$ cat config.mk
export PLATFORM = sky130hd
export DESIGN_NAME = eecpr_top
export DESIGN_NICKNAME = d
export VERILOG_FILES = /design/src/design/eecpr_pkg.sv /design/src/design/eecpr_top.sv
export VERILOG_INCLUDE_DIRS = /design/src /design/src/design
export SDC_FILE = /design/constraint.sdc
export NUM_CORES = 1
export LEC_CHECK = 0
export BUFFER_PORTS_ARGS = -buffer_cell sky130_fd_sc_hd__buf_2
export CAP_MARGIN = 20
export CORE_MARGIN = 3
export CORE_UTILIZATION = 50
export DETAILED_ROUTE_END_ITERATION = 7
export PLACE_DENSITY = 0.76
export SYNTH_ARGS = -nofsm -noshare
export SYNTH_HDL_FRONTEND = slang
export SYNTH_SLANG_ARGS = --single-unit
$ cat constraint.sdc
create_clock -name mclk_i -period 1.9 [get_ports mclk_i]
set_clock_uncertainty 0.05 [all_clocks]
set_input_delay 0.095 -clock mclk_i [delete_from_list [all_inputs] [get_ports mclk_i]]
set_output_delay 0.095 -clock mclk_i [all_outputs]
set_load 0.01 [all_outputs]
$ cat src/design/eecpr_defines.svh
// Purpose: constants of the eeprom clock, irq and protection registers
// Assumes: byte-wide register port, registers at their printed offsets
// Notes:   offsets, fields, reset values, array geometry and timing counts only
//
// Contract
// - divider_loaded (bit 7) reads 0 until first divider write, then 1.
// - divider bits all readable; bits 6-0 write once; bit 7 not writable.
// - prescale_by_eight set divides oscillator clock by 8 before divider.
// - combined prescaler and divider reach division ratios up to 512.
// - both factory test registers read zero and ignore writes.
// - config bits 7 and 6 read/write; bits 5-0 read zero, not writable.
// - buffer-empty enable set requests irq while buffer empty flag is set.
// - complete enable set requests irq while all-done flag is set.
// - protection register loads from array byte 0x07FD on first edge after reset.
// - user persistent flags 6 to 4 readable, writes ignored.
// - global open and range disable only writable towards 0.
// - size bits writable while range disable is 1, frozen after.
// - global open 0 protects whole array; 1 enables unprotected sectors.
// - range disable 0 enables protected upper sector, 1 removes it.
// - size code 000 protects 64 bytes to 0x07FF, up to 512 at 0x0600.
// - program or erase into protected area refused, violation flagged.
// - mass erase only with global open and range disable both 1.
`ifndef EECPR_DEFINES_SVH
`define EECPR_DEFINES_SVH

// ****************************************************************
// register offsets
// ****************************************************************
`define EECPR_OFS_TIMEBASE_DIVIDER   4'h0
`define EECPR_OFS_FACTORY_TEST_ONE   4'h1
`define EECPR_OFS_FACTORY_TEST_TWO   4'h2
`define EECPR_OFS_INTERRUPT_CONFIG   4'h3
`define EECPR_OFS_SECTOR_PROTECTION  4'h4

// ****************************************************************
// field positions
// ****************************************************************
`define EECPR_BIT_DIVIDER_LOADED     7
`define EECPR_BIT_PRESCALE_BY_EIGHT  6
`define EECPR_BIT_BUF_EMPTY_IRQ_EN   7
`define EECPR_BIT_COMPLETE_IRQ_EN    6
`define EECPR_BIT_GLOBAL_OPEN        7
`define EECPR_BIT_RANGE_DISABLE      3

// ****************************************************************
// reset values and array geometry
// ****************************************************************
`define EECPR_RST_TIMEBASE_DIVIDER   8'h00
`define EECPR_RST_INTERRUPT_CONFIG   2'h0
`define EECPR_RST_SECTOR_PROTECTION  8'h00
`define EECPR_PROT_BYTE_ADDR         11'h7fd
`define EECPR_ARRAY_TOP_ADDR         11'h7ff
`define EECPR_SECTOR_FIRST_START     11'h7c0
`define EECPR_PRESCALE_LAST          3'h7
`define EECPR_READ_ZERO              8'h00

`endif

$ cat src/design/eecpr_pkg.sv
// Purpose: types of the eeprom clock, irq and protection registers
// Assumes: constants live in eecpr_defines.svh
// Notes:   all state of the top is one packed struct
package eecpr_pkg;

   // ****************************************************************
   // protection load states
   // ****************************************************************
   typedef enum logic [1:0] {
      EECPR_ST_LOAD = 2'b01,
      EECPR_ST_RUN  = 2'b10
   } eecpr_state_t;

   typedef struct packed {
      logic       divider_loaded;
      logic       prescale_by_eight;
      logic [5:0] divide_value;
   } eecpr_divider_t;

   typedef struct packed {
      logic       global_open;
      logic [2:0] user_persistent_flags;
      logic       range_disable;
      logic [2:0] protect_size_sel;
   } eecpr_protect_t;

   typedef struct packed {
      eecpr_state_t   state;
      eecpr_divider_t divider;
      logic           buffer_empty_irq_enable;
      logic           complete_irq_enable;
      eecpr_protect_t protect;
      logic [2:0]     pre_cnt;
      logic [5:0]     div_cnt;
      logic           tick;
      logic [7:0]     rdata;
      logic           buf_irq;
      logic           done_irq;
      logic           grant;
      logic           violation;
   } eecpr_state_reg_t;

endpackage : eecpr_pkg

$ cat src/design/eecpr_top.sv
// Purpose: clock divider, irq enables and sector protection registers
// Assumes: oscillator clock is mclk_i; inputs synchronous to mclk_i
// Notes:   read data valid only in the cycle after the read strobe
`timescale 1ns/1ps
`default_nettype none
`include "eecpr_defines.svh"

module eecpr_top (
   input  wire logic        mclk_i,
   input  wire logic        rst_n_i,
   input  wire logic [3:0]  reg_addr_i,
   input  wire logic [7:0]  reg_wdata_i,
   input  wire logic        reg_wr_i,
   input  wire logic        reg_rd_i,
   output logic      [7:0]  reg_rdata_o,
   input  wire logic [7:0]  prot_byte_i,
   input  wire logic        buffer_empty_flag_i,
   input  wire logic        all_done_flag_i,
   input  wire logic        pe_req_i,
   input  wire logic        pe_mass_i,
   input  wire logic [10:0] pe_addr_i,
   output logic             pe_grant_o,
   output logic             protect_violation_o,
   output logic             buffer_empty_irq_o,
   output logic             complete_irq_o,
   output logic             timebase_tick_o
);

   eecpr_pkg::eecpr_state_reg_t s_reg;
   eecpr_pkg::eecpr_state_reg_t s_next;

   // ****************************************************************
   // helpers
   // ****************************************************************
   // first protected address of the upper sector
   function automatic logic [10:0] sector_start(input logic [2:0] sel);
      sector_start = `EECPR_SECTOR_FIRST_START - {2'b00, sel, 6'h00};
   endfunction : sector_start

   function automatic logic is_protected(input eecpr_pkg::eecpr_protect_t p,
                                         input logic [10:0] addr);
      if (!p.global_open)
         is_protected = 1'b1;
      else if (p.range_disable)
         is_protected = 1'b0;
      else
         is_protected = (addr >= sector_start(p.protect_size_sel));
   endfunction : is_protected

   logic wr_div;
   logic wr_cfg;
   logic wr_prot;
   logic pre_pulse;
   logic refuse;

   // ****************************************************************
   // next state
   // ****************************************************************
   always_comb
   begin
      s_next  = s_reg;
      wr_div  = reg_wr_i && (reg_addr_i == `EECPR_OFS_TIMEBASE_DIVIDER);
      wr_cfg  = reg_wr_i && (reg_addr_i == `EECPR_OFS_INTERRUPT_CONFIG);
      wr_prot = reg_wr_i && (reg_addr_i == `EECPR_OFS_SECTOR_PROTECTION);

      // protection byte is captured on the first edge after release,
      // never in the reset branch, so the flop only sees constants there
      case (s_reg.state)
         eecpr_pkg::EECPR_ST_LOAD:
         begin
            s_next.protect = prot_byte_i;
            s_next.state   = eecpr_pkg::EECPR_ST_RUN;
         end
         eecpr_pkg::EECPR_ST_RUN:
         begin
            if (wr_prot)
            begin
               // locks only move towards protected, reset alone reopens
               s_next.protect.global_open = s_reg.protect.global_open &
                  reg_wdata_i[`EECPR_BIT_GLOBAL_OPEN];
               s_next.protect.range_disable = s_reg.protect.range_disable &
                  reg_wdata_i[`EECPR_BIT_RANGE_DISABLE];
               if (s_reg.protect.range_disable)
                  s_next.protect.protect_size_sel = reg_wdata_i[2:0];
               // user_persistent_flags kept as loaded
            end
         end
         default:
         begin
            s_next.state = eecpr_pkg::EECPR_ST_LOAD;
         end
      endcase

      // write once, divider_loaded itself not writable
      if (wr_div && !s_reg.divider.divider_loaded)
      begin
         s_next.divider.prescale_by_eight =
            reg_wdata_i[`EECPR_BIT_PRESCALE_BY_EIGHT];
         s_next.divider.divide_value = reg_wdata_i[5:0];
         s_next.divider.divider_loaded = 1'b1;
      end

      if (wr_cfg)
      begin
         s_next.buffer_empty_irq_enable =
            reg_wdata_i[`EECPR_BIT_BUF_EMPTY_IRQ_EN];
         s_next.complete_irq_enable =
            reg_wdata_i[`EECPR_BIT_COMPLETE_IRQ_EN];
      end
      // factory test offsets take no write

      // timebase: optional /8 then /(divide_value+1); idle until loaded
      pre_pulse = !s_reg.divider.prescale_by_eight ||
                  (s_reg.pre_cnt == `EECPR_PRESCALE_LAST);
      s_next.tick = 1'b0;
      if (s_reg.divider.divider_loaded)
      begin
         s_next.pre_cnt = pre_pulse ? 3'h0 : s_reg.pre_cnt + 3'h1;
         if (pre_pulse)
         begin
            if (s_reg.div_cnt == s_reg.divider.divide_value)
            begin
               s_next.div_cnt = 6'h00;
               s_next.tick    = 1'b1;
            end
            else
            begin
               s_next.div_cnt = s_reg.div_cnt + 6'h01;
            end
         end
      end
      else
      begin
         s_next.pre_cnt = 3'h0;
         s_next.div_cnt = 6'h00;
      end

      // read port: data only in the cycle after the strobe
      s_next.rdata = `EECPR_READ_ZERO;
      if (reg_rd_i)
      begin
         case (reg_addr_i)
            `EECPR_OFS_TIMEBASE_DIVIDER:
               s_next.rdata = s_reg.divider;
            `EECPR_OFS_INTERRUPT_CONFIG:
               s_next.rdata = {s_reg.buffer_empty_irq_enable,
                               s_reg.complete_irq_enable, 6'h00};
            `EECPR_OFS_SECTOR_PROTECTION:
               s_next.rdata = s_reg.protect;
            default:
               s_next.rdata = `EECPR_READ_ZERO;
         endcase
      end

      // level requests follow the flags while enabled
      s_next.buf_irq  = s_reg.buffer_empty_irq_enable &
                        buffer_empty_flag_i;
      s_next.done_irq = s_reg.complete_irq_enable & all_done_flag_i;

      // requests during the load cycle are judged fully protected
      if (pe_mass_i)
         refuse = !(s_reg.protect.global_open &&
                    s_reg.protect.range_disable);
      else
         refuse = is_protected(s_reg.protect, pe_addr_i);
      if (s_reg.state != eecpr_pkg::EECPR_ST_RUN)
         refuse = 1'b1;
      s_next.grant     = pe_req_i && !refuse;
      s_next.violation = pe_req_i && refuse;
   end

   // ****************************************************************
   // state register
   // ****************************************************************
   always_ff @(posedge mclk_i or negedge rst_n_i)
   begin
      if (!rst_n_i)
      begin
         s_reg <= '{state:                   eecpr_pkg::EECPR_ST_LOAD,
                    divider:                 `EECPR_RST_TIMEBASE_DIVIDER,
                    buffer_empty_irq_enable: 1'b0,
                    complete_irq_enable:     1'b0,
                    protect:                 `EECPR_RST_SECTOR_PROTECTION,
                    pre_cnt:                 3'h0,
                    div_cnt:                 6'h00,
                    tick:                    1'b0,
                    rdata:                   8'h00,
                    buf_irq:                 1'b0,
                    done_irq:                1'b0,
                    grant:                   1'b0,
                    violation:               1'b0};
      end
      else
      begin
         s_reg <= s_next;
      end
   end

   assign reg_rdata_o         = s_reg.rdata;
   assign pe_grant_o          = s_reg.grant;
   assign protect_violation_o = s_reg.violation;
   assign buffer_empty_irq_o  = s_reg.buf_irq;
   assign complete_irq_o      = s_reg.done_irq;
   assign timebase_tick_o     = s_reg.tick;

endmodule : eecpr_top

`default_nettype wire

==> impl_metrics.env, run 1 <==
export IMPL_switchingPower_w=0.0006424
export IMPL_cts_hold_fix_buffers=14
export IMPL_p_sw_share_pct=27.30
export IMPL_cts_reportedPaths_clkPinSlew_ns=0.07
export IMPL_post_cts_resized_instances=0
export IMPL_worst_pin_slew_ns=0.5537
export IMPL_seq_power_share_pct=49.2
export IMPL_synth_largest_area_cell="sky130_fd_sc_hd__dfrtp_1"
export IMPL_arrival_ns=1.70
export IMPL_gp_routability_congestion=0.8039
export IMPL_routedWlPerCell_um=14.17
export IMPL_setup_worst_path_end_class="flop"
export IMPL_crit_path_max_fanout=6
export IMPL_htreeDepth=2
export IMPL_synth_area_mux_share_pct=7.160
export IMPL_synth_simple_gate_area_share_pct=17.28
export IMPL_die_height_um=69.67
export IMPL_syn_inst=176
export IMPL_port_buffer_count=51
export IMPL_die_width_um=69.67
export IMPL_startpoint_type="flop"
export IMPL_syn_cell_area_um2=2027
export IMPL_required_ns=2.03
export IMPL_outcome="completed"
export IMPL_number_of_storage_elements_in_the_synthesis_netlist=42
export IMPL_vdd_ir_drop_max_uv=773.1
export IMPL_largest_register_ff_count=29
export IMPL_clock_power_share_pct=30.4
export IMPL_grt_max_degree=43
export IMPL_totalNegativeSetupSlack_ns=0
export IMPL_register_area_share_after_synthesis_pct=51.91
export IMPL_synth_edf_count=0
export IMPL_design_portCount=52
export IMPL_track_usage_pct=18.49
export IMPL_die_area_um2=4854
export IMPL_synthXorXnorAreaFrac_pct=2.593
export IMPL_routed_via_count=1536
export IMPL_synth_area_top_cells="sky130_fd_sc_hd__dfrtp_1 (51%), sky130_fd_sc_hd__mux2_2 (6.7%), sky130_fd_sc_hd__ha_1 (3.7%)"
export IMPL_max_clock_freq_mhz=637.4
export IMPL_final_layout_net_count=286
export IMPL_fraction_of_power_consumed_by_combinational_cells_pct=20.3
export IMPL_drc_errors=0
export IMPL_grt_first_pass_wirelength_mm=7.127
export IMPL_internal_power_w=0.001711
export IMPL_most_common_library_cells_after_synthesis="sky130_fd_sc_hd__dfrtp_1 (41), sky130_fd_sc_hd__mux2_2 (12), sky130_fd_sc_hd__o21ai_0 (11)"
export IMPL_n_fill_cell=300
export IMPL_ys_warnings_count=0
export IMPL_first_pass_detailed_route_iteration_total=4
export IMPL_tritoncts_num_sinks=42
export IMPL_synthMostInstantiatedCell="sky130_fd_sc_hd__dfrtp_1"
export IMPL_grt_antenna_before_repair=0
export IMPL_synth_compound_area_share_pct=13.09
export IMPL_syn_num_nets=221
export IMPL_root_buffer="sky130_fd_sc_hd__clkbuf_8"
export IMPL_timing_hold_violations_final=0
export IMPL_postSynth_asyncResetShare_pct=100.0
export IMPL_avgSynthCellArea_um2=11.52
export IMPL_maxCapViolations=0
export IMPL_viasPerCell=5.297
export IMPL_static_leakage_power_nw=1.248
export IMPL_final_period_utilization_pct=82.57
export IMPL_main_combinational_cell_family_by_area_after_synthesis="simple AND/OR/NAND/NOR gates"
export IMPL_final_layout_size_suffix_gt1_share_pct=34.30
export IMPL_drt_initial_drc_count=40
export IMPL_gr_total_overflow=0
export IMPL_finalSetupViolCount=0
export IMPL_post_synth_fa_ha_maj_area_fraction_pct=3.704
export IMPL_slew_viol_final=0
export IMPL_timing_final_crit_period_ns=1.569
export IMPL_main_synth_ff_type="sky130_fd_sc_hd__dfrtp_1"
export IMPL_power_density_nw_per_um2=918.7
export IMPL_holdCritPathClass="input port to flop"
export IMPL_clk_path_buf_depth=2
export IMPL_cts_tree="yes"
export IMPL_timing_setup_critical_path_class="flop to flop"
export IMPL_num_antenna_cells=0
export IMPL_number_of_unique_standard_cell_types_used_by_synthesis=40
export IMPL_area_growth_synth_to_final_pct=26.36
export IMPL_worst_hold_slack_ns=0.01114
export IMPL_postRouteWirelength_mm=4.110
export IMPL_detailedPlacementHpwl_mm=3.076
export IMPL_rsz0062_at_grt="false"
export IMPL_first_global_vias=1569
export IMPL_core_region_area_um2=3771
export IMPL_cts_made_buffers=5
export IMPL_max_slew_margin_pct=63.01
export IMPL_drtAntennaViolNets=0
export IMPL_initial_utilization_pct=53.75
export IMPL_clock_latency_at_the_later_pin_of_the_worst_skew_pair_ns=0.29
export IMPL_cts_setup_buffers=0
export IMPL_floorplan_rows=22
export IMPL_synth_top_cell_area_share_pct=50.62
## cells in the final DEF, fill, tap and decap left out, types with 2 or more instances in the layout
cell type / count
sky130_fd_sc_hd__a21o_1: 2
sky130_fd_sc_hd__a222oi_1: 2
sky130_fd_sc_hd__a22o_1: 2
sky130_fd_sc_hd__a22oi_1: 9
sky130_fd_sc_hd__and2_1: 3
sky130_fd_sc_hd__and3_1: 6
sky130_fd_sc_hd__buf_2: 51
sky130_fd_sc_hd__buf_4: 5
sky130_fd_sc_hd__clkbuf_8: 6
sky130_fd_sc_hd__dfrtp_1: 41
sky130_fd_sc_hd__dlygate4sd3_1: 14
sky130_fd_sc_hd__ha_1: 6
sky130_fd_sc_hd__inv_1: 3
sky130_fd_sc_hd__mux2_2: 12
sky130_fd_sc_hd__nand2_1: 7
sky130_fd_sc_hd__nand2b_1: 4
sky130_fd_sc_hd__nand3_1: 8
sky130_fd_sc_hd__nand3b_1: 2
sky130_fd_sc_hd__nor2_1: 10
sky130_fd_sc_hd__nor2b_1: 4
sky130_fd_sc_hd__nor3_1: 6
sky130_fd_sc_hd__o21ai_0: 11
sky130_fd_sc_hd__o2bb2ai_1: 3
sky130_fd_sc_hd__xnor2_1: 6
## cell families (layout without fill, tap and decap cells)
| family | after synthesis | in the layout |
|---|---|---|
| muxes | 13 | 13 |
| DFF | 42 | 42 |
| buffers and inverters | 15 | 81 |
| xor gates and xnor gates | 6 | 6 |
| adders and majority gates | 6 | 6 |
| and+or+nand+nor | 58 | 58 |
| AOI/OAI and AO/OA | 36 | 36 |
## cell type report
cell class                      count  area (um^2)  share of cell area, %
Tap cell                           48        60.06                  2.345
Clock inverter                      1        30.03                  1.172
Timing Repair Buffer               70        432.9                  16.90
Multi-Input combinational cell    119        888.4                  34.68
Clock buffer                        7        86.33                  3.371
Sequential cell                    42         1052                  41.08
Inverter                            3        11.26                 0.4397
## power by group through the flow
stage                     clock network, W  logic, W  registers [W]
after floorplan                          0  0.000318        0.00113
after global placement                   0  0.000443        0.00117
after detailed placement                 0  0.000458        0.00117
after CTS                         0.000738  0.000485        0.00116
after global routing              0.000783  0.000545        0.00118
final                             0.000716  0.000479        0.00116
## final timing paths
path / start / end / cells past startpoint / slack (ns)
worst max-delay path: s_reg[41]$_DFFE_PN0N_ / s_reg[24]$_DFFE_PN0P_ / 4 / 0.33
worst min-delay path: reg_wdata_i[2] / s_reg[34]$_DFFE_PN0P_ / 2 / 0.01
worst max register to register: s_reg[41]$_DFFE_PN0N_ / s_reg[24]$_DFFE_PN0P_ / 4 / 0.33
worst min register to register: s_reg[19]$_DFF_PN0_ / s_reg[19]$_DFF_PN0_ / 1 / 0.38
max in group asynchronous: rst_n_i / s_reg[40]$_DFFE_PN1N_ / 3 / 1.09
min in group asynchronous: rst_n_i / reg_rdata_o[7]$_DFF_PN0_ / 3 / 0.34
## through the flow
| stage | instances | area (um^2) | util, % | total power [W] | setup slack, ns |
|---|---|---|---|---|---|
| final | 290 | 2561 | 67.92 | 0.002353 | 0.3311 |
| after detailed placement | 268 | 2305 | 61.11 | 0.001632 | 0.3239 |
| after CTS | 290 | 2561 | 67.92 | 0.002379 | 0.3010 |
| after global routing | 290 | 2561 | 67.92 | 0.002510 | 0.1766 |
| after floorplan | 176 | 2027 | - | 0.001451 | 0.4334 |
| after global placement | 268 | 2305 | 61.11 | 0.001615 | 0.3326 |
## worst max-delay path, stage by stage (launching register included)
cell	delay (ns)
sky130_fd_sc_hd__dfrtp_1	0.36
sky130_fd_sc_hd__nor2b_1	0.48
sky130_fd_sc_hd__a31oi_4	0.19
sky130_fd_sc_hd__o21bai_1	0.23
sky130_fd_sc_hd__o2bb2ai_1	0.14
## routing by layer
metal	vias to the layer above	track usage (%)	wire, um
met2	36	28.50	1946
met1	724	24.79	1899
li1	768	-	-
met5	-	0	0
met4	0	6.596	63
met3	8	5.507	200
No activity file was read; power rests on OpenSTA's default activity.
==> run 2, diff against run 1 <==
--- a/config.mk
+++ b/config.mk
@@ -6,12 +6,13 @@
 export SDC_FILE = /design/constraint.sdc
 export NUM_CORES = 1
 export LEC_CHECK = 0
+export ABC_AREA = 1
 export BUFFER_PORTS_ARGS = -buffer_cell sky130_fd_sc_hd__buf_2
 export CAP_MARGIN = 20
 export CORE_MARGIN = 3
 export CORE_UTILIZATION = 50
 export DETAILED_ROUTE_END_ITERATION = 7
-export PLACE_DENSITY = 0.76
+export PLACE_DENSITY = 0.75
 export SYNTH_ARGS = -nofsm -noshare
 export SYNTH_HDL_FRONTEND = slang
 export SYNTH_SLANG_ARGS = --single-unit
==> constraint.sdc (replaced) <==
create_clock -name mclk_i -period 1.5 [get_ports mclk_i]
set_clock_uncertainty 0.05 [all_clocks]
set_input_delay 0.075 -clock mclk_i [delete_from_list [all_inputs] [get_ports mclk_i]]
set_output_delay 0.075 -clock mclk_i [all_outputs]
set_load 0.01 [all_outputs]
==> impl_metrics.env, run 2 <==
export IMPL_final_layout_size_suffix_gt1_share_pct=24.26
export IMPL_floorplan_rows=23
export IMPL_cts_tree="yes"
export IMPL_startpoint_type="flop"
export IMPL_timing_setup_critical_path_class="flop to flop"
export IMPL_synth_area_top_cells="sky130_fd_sc_hd__dfrtp_1 (47%), sky130_fd_sc_hd__nand2_1 (16%), sky130_fd_sc_hd__inv_1 (8.1%)"
export IMPL_fin_cells=388
export IMPL_port_buffer_count=51
export IMPL_p_sw_share_pct=23.90
export IMPL_placedInstanceArea_um2=2470
export IMPL_first_pass_detailed_route_iteration_total=4
export IMPL_area_growth_synth_to_final_pct=23.44
export IMPL_cts_reportedPaths_clkPinSlew_ns=0.07
export IMPL_postRouteWirelength_mm=4.281
export IMPL_clock_power_share_pct=36.4
export IMPL_final_area_um2=2701
export IMPL_grt_first_pass_wirelength_mm=7.596
export IMPL_n_fill_cell=361
export IMPL_placement_setup_worst_slack_ns=0.04671
export IMPL_routed_via_count=1783
export IMPL_final_period_utilization_pct=92.55
export IMPL_register_area_share_after_synthesis_pct=48.08
export IMPL_crit_path_max_fanout=3
export IMPL_root_buffer="sky130_fd_sc_hd__clkbuf_8"
export IMPL_most_common_library_cells_after_synthesis="sky130_fd_sc_hd__nand2_1 (93), sky130_fd_sc_hd__inv_1 (47), sky130_fd_sc_hd__dfrtp_1 (41)"
export IMPL_arrival_ns=1.56
export IMPL_postSynth_asyncResetShare_pct=100.0
export IMPL_die_area_um2=5206
export IMPL_required_ns=1.67
export IMPL_syn_inst=273
export IMPL_ys_warnings_count=0
export IMPL_grt_max_degree=25
export IMPL_first_global_vias=1766
export IMPL_die_height_um=72.16
export IMPL_core_region_area_um2=4115
export IMPL_main_synth_ff_type="sky130_fd_sc_hd__dfrtp_1"
export IMPL_timing_hold_violations_final=0
export IMPL_vdd_ir_drop_max_uv=591.0
export IMPL_multiInputGateArea_um2=885.9
export IMPL_synthMostInstantiatedCell="sky130_fd_sc_hd__nand2_1"
export IMPL_die_width_um=72.16
export IMPL_drt_initial_drc_count=76
export IMPL_p_total_w=0.002376
export IMPL_avgSynthCellArea_um2=8.016
export IMPL_fraction_of_power_consumed_by_combinational_cells_pct=12.0
export IMPL_most_frequent_cells_in_the_layout="sky130_fd_sc_hd__nand2_1 (93), sky130_fd_sc_hd__buf_2 (51), sky130_fd_sc_hd__inv_1 (46), sky130_fd_sc_hd__dfrtp_1 (41), sky130_fd_sc_hd__nor2_1 (18)"
export IMPL_detailedPlacementHpwl_mm=3.265
export IMPL_tritoncts_num_sinks=42
export IMPL_sequential_cell_area_um2=1052
export IMPL_max_slew_margin_pct=71.25
export IMPL_postLayoutSetupSlackWorst_ns=0.1117
export IMPL_clk_path_buf_depth=2
export IMPL_routedWlPerCell_um=11.03
export IMPL_static_leakage_power_nw=1.527
export IMPL_number_of_unique_standard_cell_types_used_by_synthesis=26
export IMPL_seq_power_share_pct=51.6
export IMPL_drc_errors=0
export IMPL_drtAntennaViolNets=0
export IMPL_cts_made_buffers=5
export IMPL_num_antenna_cells=0
export IMPL_initial_utilization_pct=53.18
export IMPL_viasPerCell=4.595
export IMPL_synth_top_cell_area_share_pct=46.88
export IMPL_finalSetupViolCount=0
export IMPL_holdCritPathClass="input port to flop"
export IMPL_worst_pin_slew_ns=0.4312
export IMPL_power_density_nw_per_um2=879.4
export IMPL_synth_edf_count=0
export IMPL_layout_cells_most_common="sky130_fd_sc_hd__nand2_1"
export IMPL_largest_register_ff_count=29
export IMPL_track_usage_pct=18.65
export IMPL_dp_cells=368
export IMPL_grt_antenna_before_repair=0
export IMPL_totalNegativeSetupSlack_ns=0
export IMPL_max_clock_freq_mhz=720.3
export IMPL_setup_worst_path_end_class="flop"
export IMPL_clock_latency_at_the_later_pin_of_the_worst_skew_pair_ns=0.29
export IMPL_maxCapViolations=0
export IMPL_switchingPower_w=0.0005677
export IMPL_slew_viol_final=0
export IMPL_gr_total_overflow=0
export IMPL_number_of_storage_elements_in_the_synthesis_netlist=42
export IMPL_synth_largest_area_cell="sky130_fd_sc_hd__dfrtp_1"
export IMPL_final_layout_net_count=382
export IMPL_internal_power_w=0.001808
export IMPL_design_portCount=52
export IMPL_timing_final_crit_period_ns=1.388
export IMPL_gp_routability_congestion=0.8401
export IMPL_rsz0062_at_grt="false"
export IMPL_syn_num_nets=318
export IMPL_htreeDepth=2
export IMPL_outcome="completed"
export IMPL_syn_cell_area_um2=2188
run 2: routing by layer:
metal	track usage [%]	wire length (um)	part of all wire, %
met1	24.59	1993	47
met4	6.889	65	1.5
met5	0	0	0
met3	4.017	210	4.9
met2	30.23	2013	47
run 2: cell families after synthesis:
family	share of synthesized area, %
AOI/OAI and AO/OA	7.090
adders and majority gates	3.430
buffers and inverters	11.55
and+or+nand+nor	27.84
xor gates and xnor gates	2.001
DFF	48.08
run 2: final timing paths:
path | start | slack [ns] | to | depth (start not counted)
worst max-delay path | s_reg[19]$_DFF_PN0_ | 0.11 | s_reg[19]$_DFF_PN0_ | 6
worst min-delay path | reg_wdata_i[3] | 0.02 | s_reg[35]$_DFFE_PN0P_ | 3
worst max register to register | s_reg[19]$_DFF_PN0_ | 0.11 | s_reg[19]$_DFF_PN0_ | 6
worst min register to register | s_reg[19]$_DFF_PN0_ | 0.38 | s_reg[19]$_DFF_PN0_ | 1
max in group asynchronous | rst_n_i | 0.65 | s_reg[40]$_DFFE_PN1N_ | 3
min in group asynchronous | rst_n_i | 0.20 | s_reg[16]$_DFFE_PN0P_ | 2
run 2: power by group through the flow:
stage / Sequential (W) / Combinational [W] / Clock (W)
after floorplan: 0.00124 / 0.000138 / 0
after detailed placement: 0.00125 / 0.000264 / 0
final: 0.00123 / 0.000286 / 0.000864
after global routing: 0.00123 / 0.000329 / 0.000920
after global placement: 0.00125 / 0.000255 / 0
after CTS: 0.00122 / 0.000289 / 0.000886
run 2: cell type report:
cell class	count	share of cell area (%)
flip-flops and latches	42	38.95
inverters	48	6.716
well taps	50	2.316
repair buffers	66	15.19
clock buffers	5	2.547
clock inverters	3	1.482
multi-input cells	174	32.79
run 2: repair_timing:
action,4_1_cts,5_1_grt
buffers inserted,0,0
setup endpoints to repair,0,8
endpoints found under the hold margin,31,0
hold buffers,12,0
resized for setup,0,2
run 2: metrics by stage:
step           hold slack [ns]  utilization, %
5_1_grt                0.02851           65.64
4_1_cts               0.005407           65.58
3_3_place_gp          -0.01146           60.02
6_report               0.01733           65.64
3_5_place_dp         -0.009198           60.02
2_1_floorplan          -0.2706               -
run 2: worst max-delay path, stage by stage, from the launching register on:
cell	delay (ns)
sky130_fd_sc_hd__dfrtp_1	0.38
sky130_fd_sc_hd__ha_1	0.20
sky130_fd_sc_hd__ha_1	0.19
sky130_fd_sc_hd__nor2_2	0.17
sky130_fd_sc_hd__nand2_1	0.10
sky130_fd_sc_hd__buf_4	0.15
sky130_fd_sc_hd__nor2_1	0.08
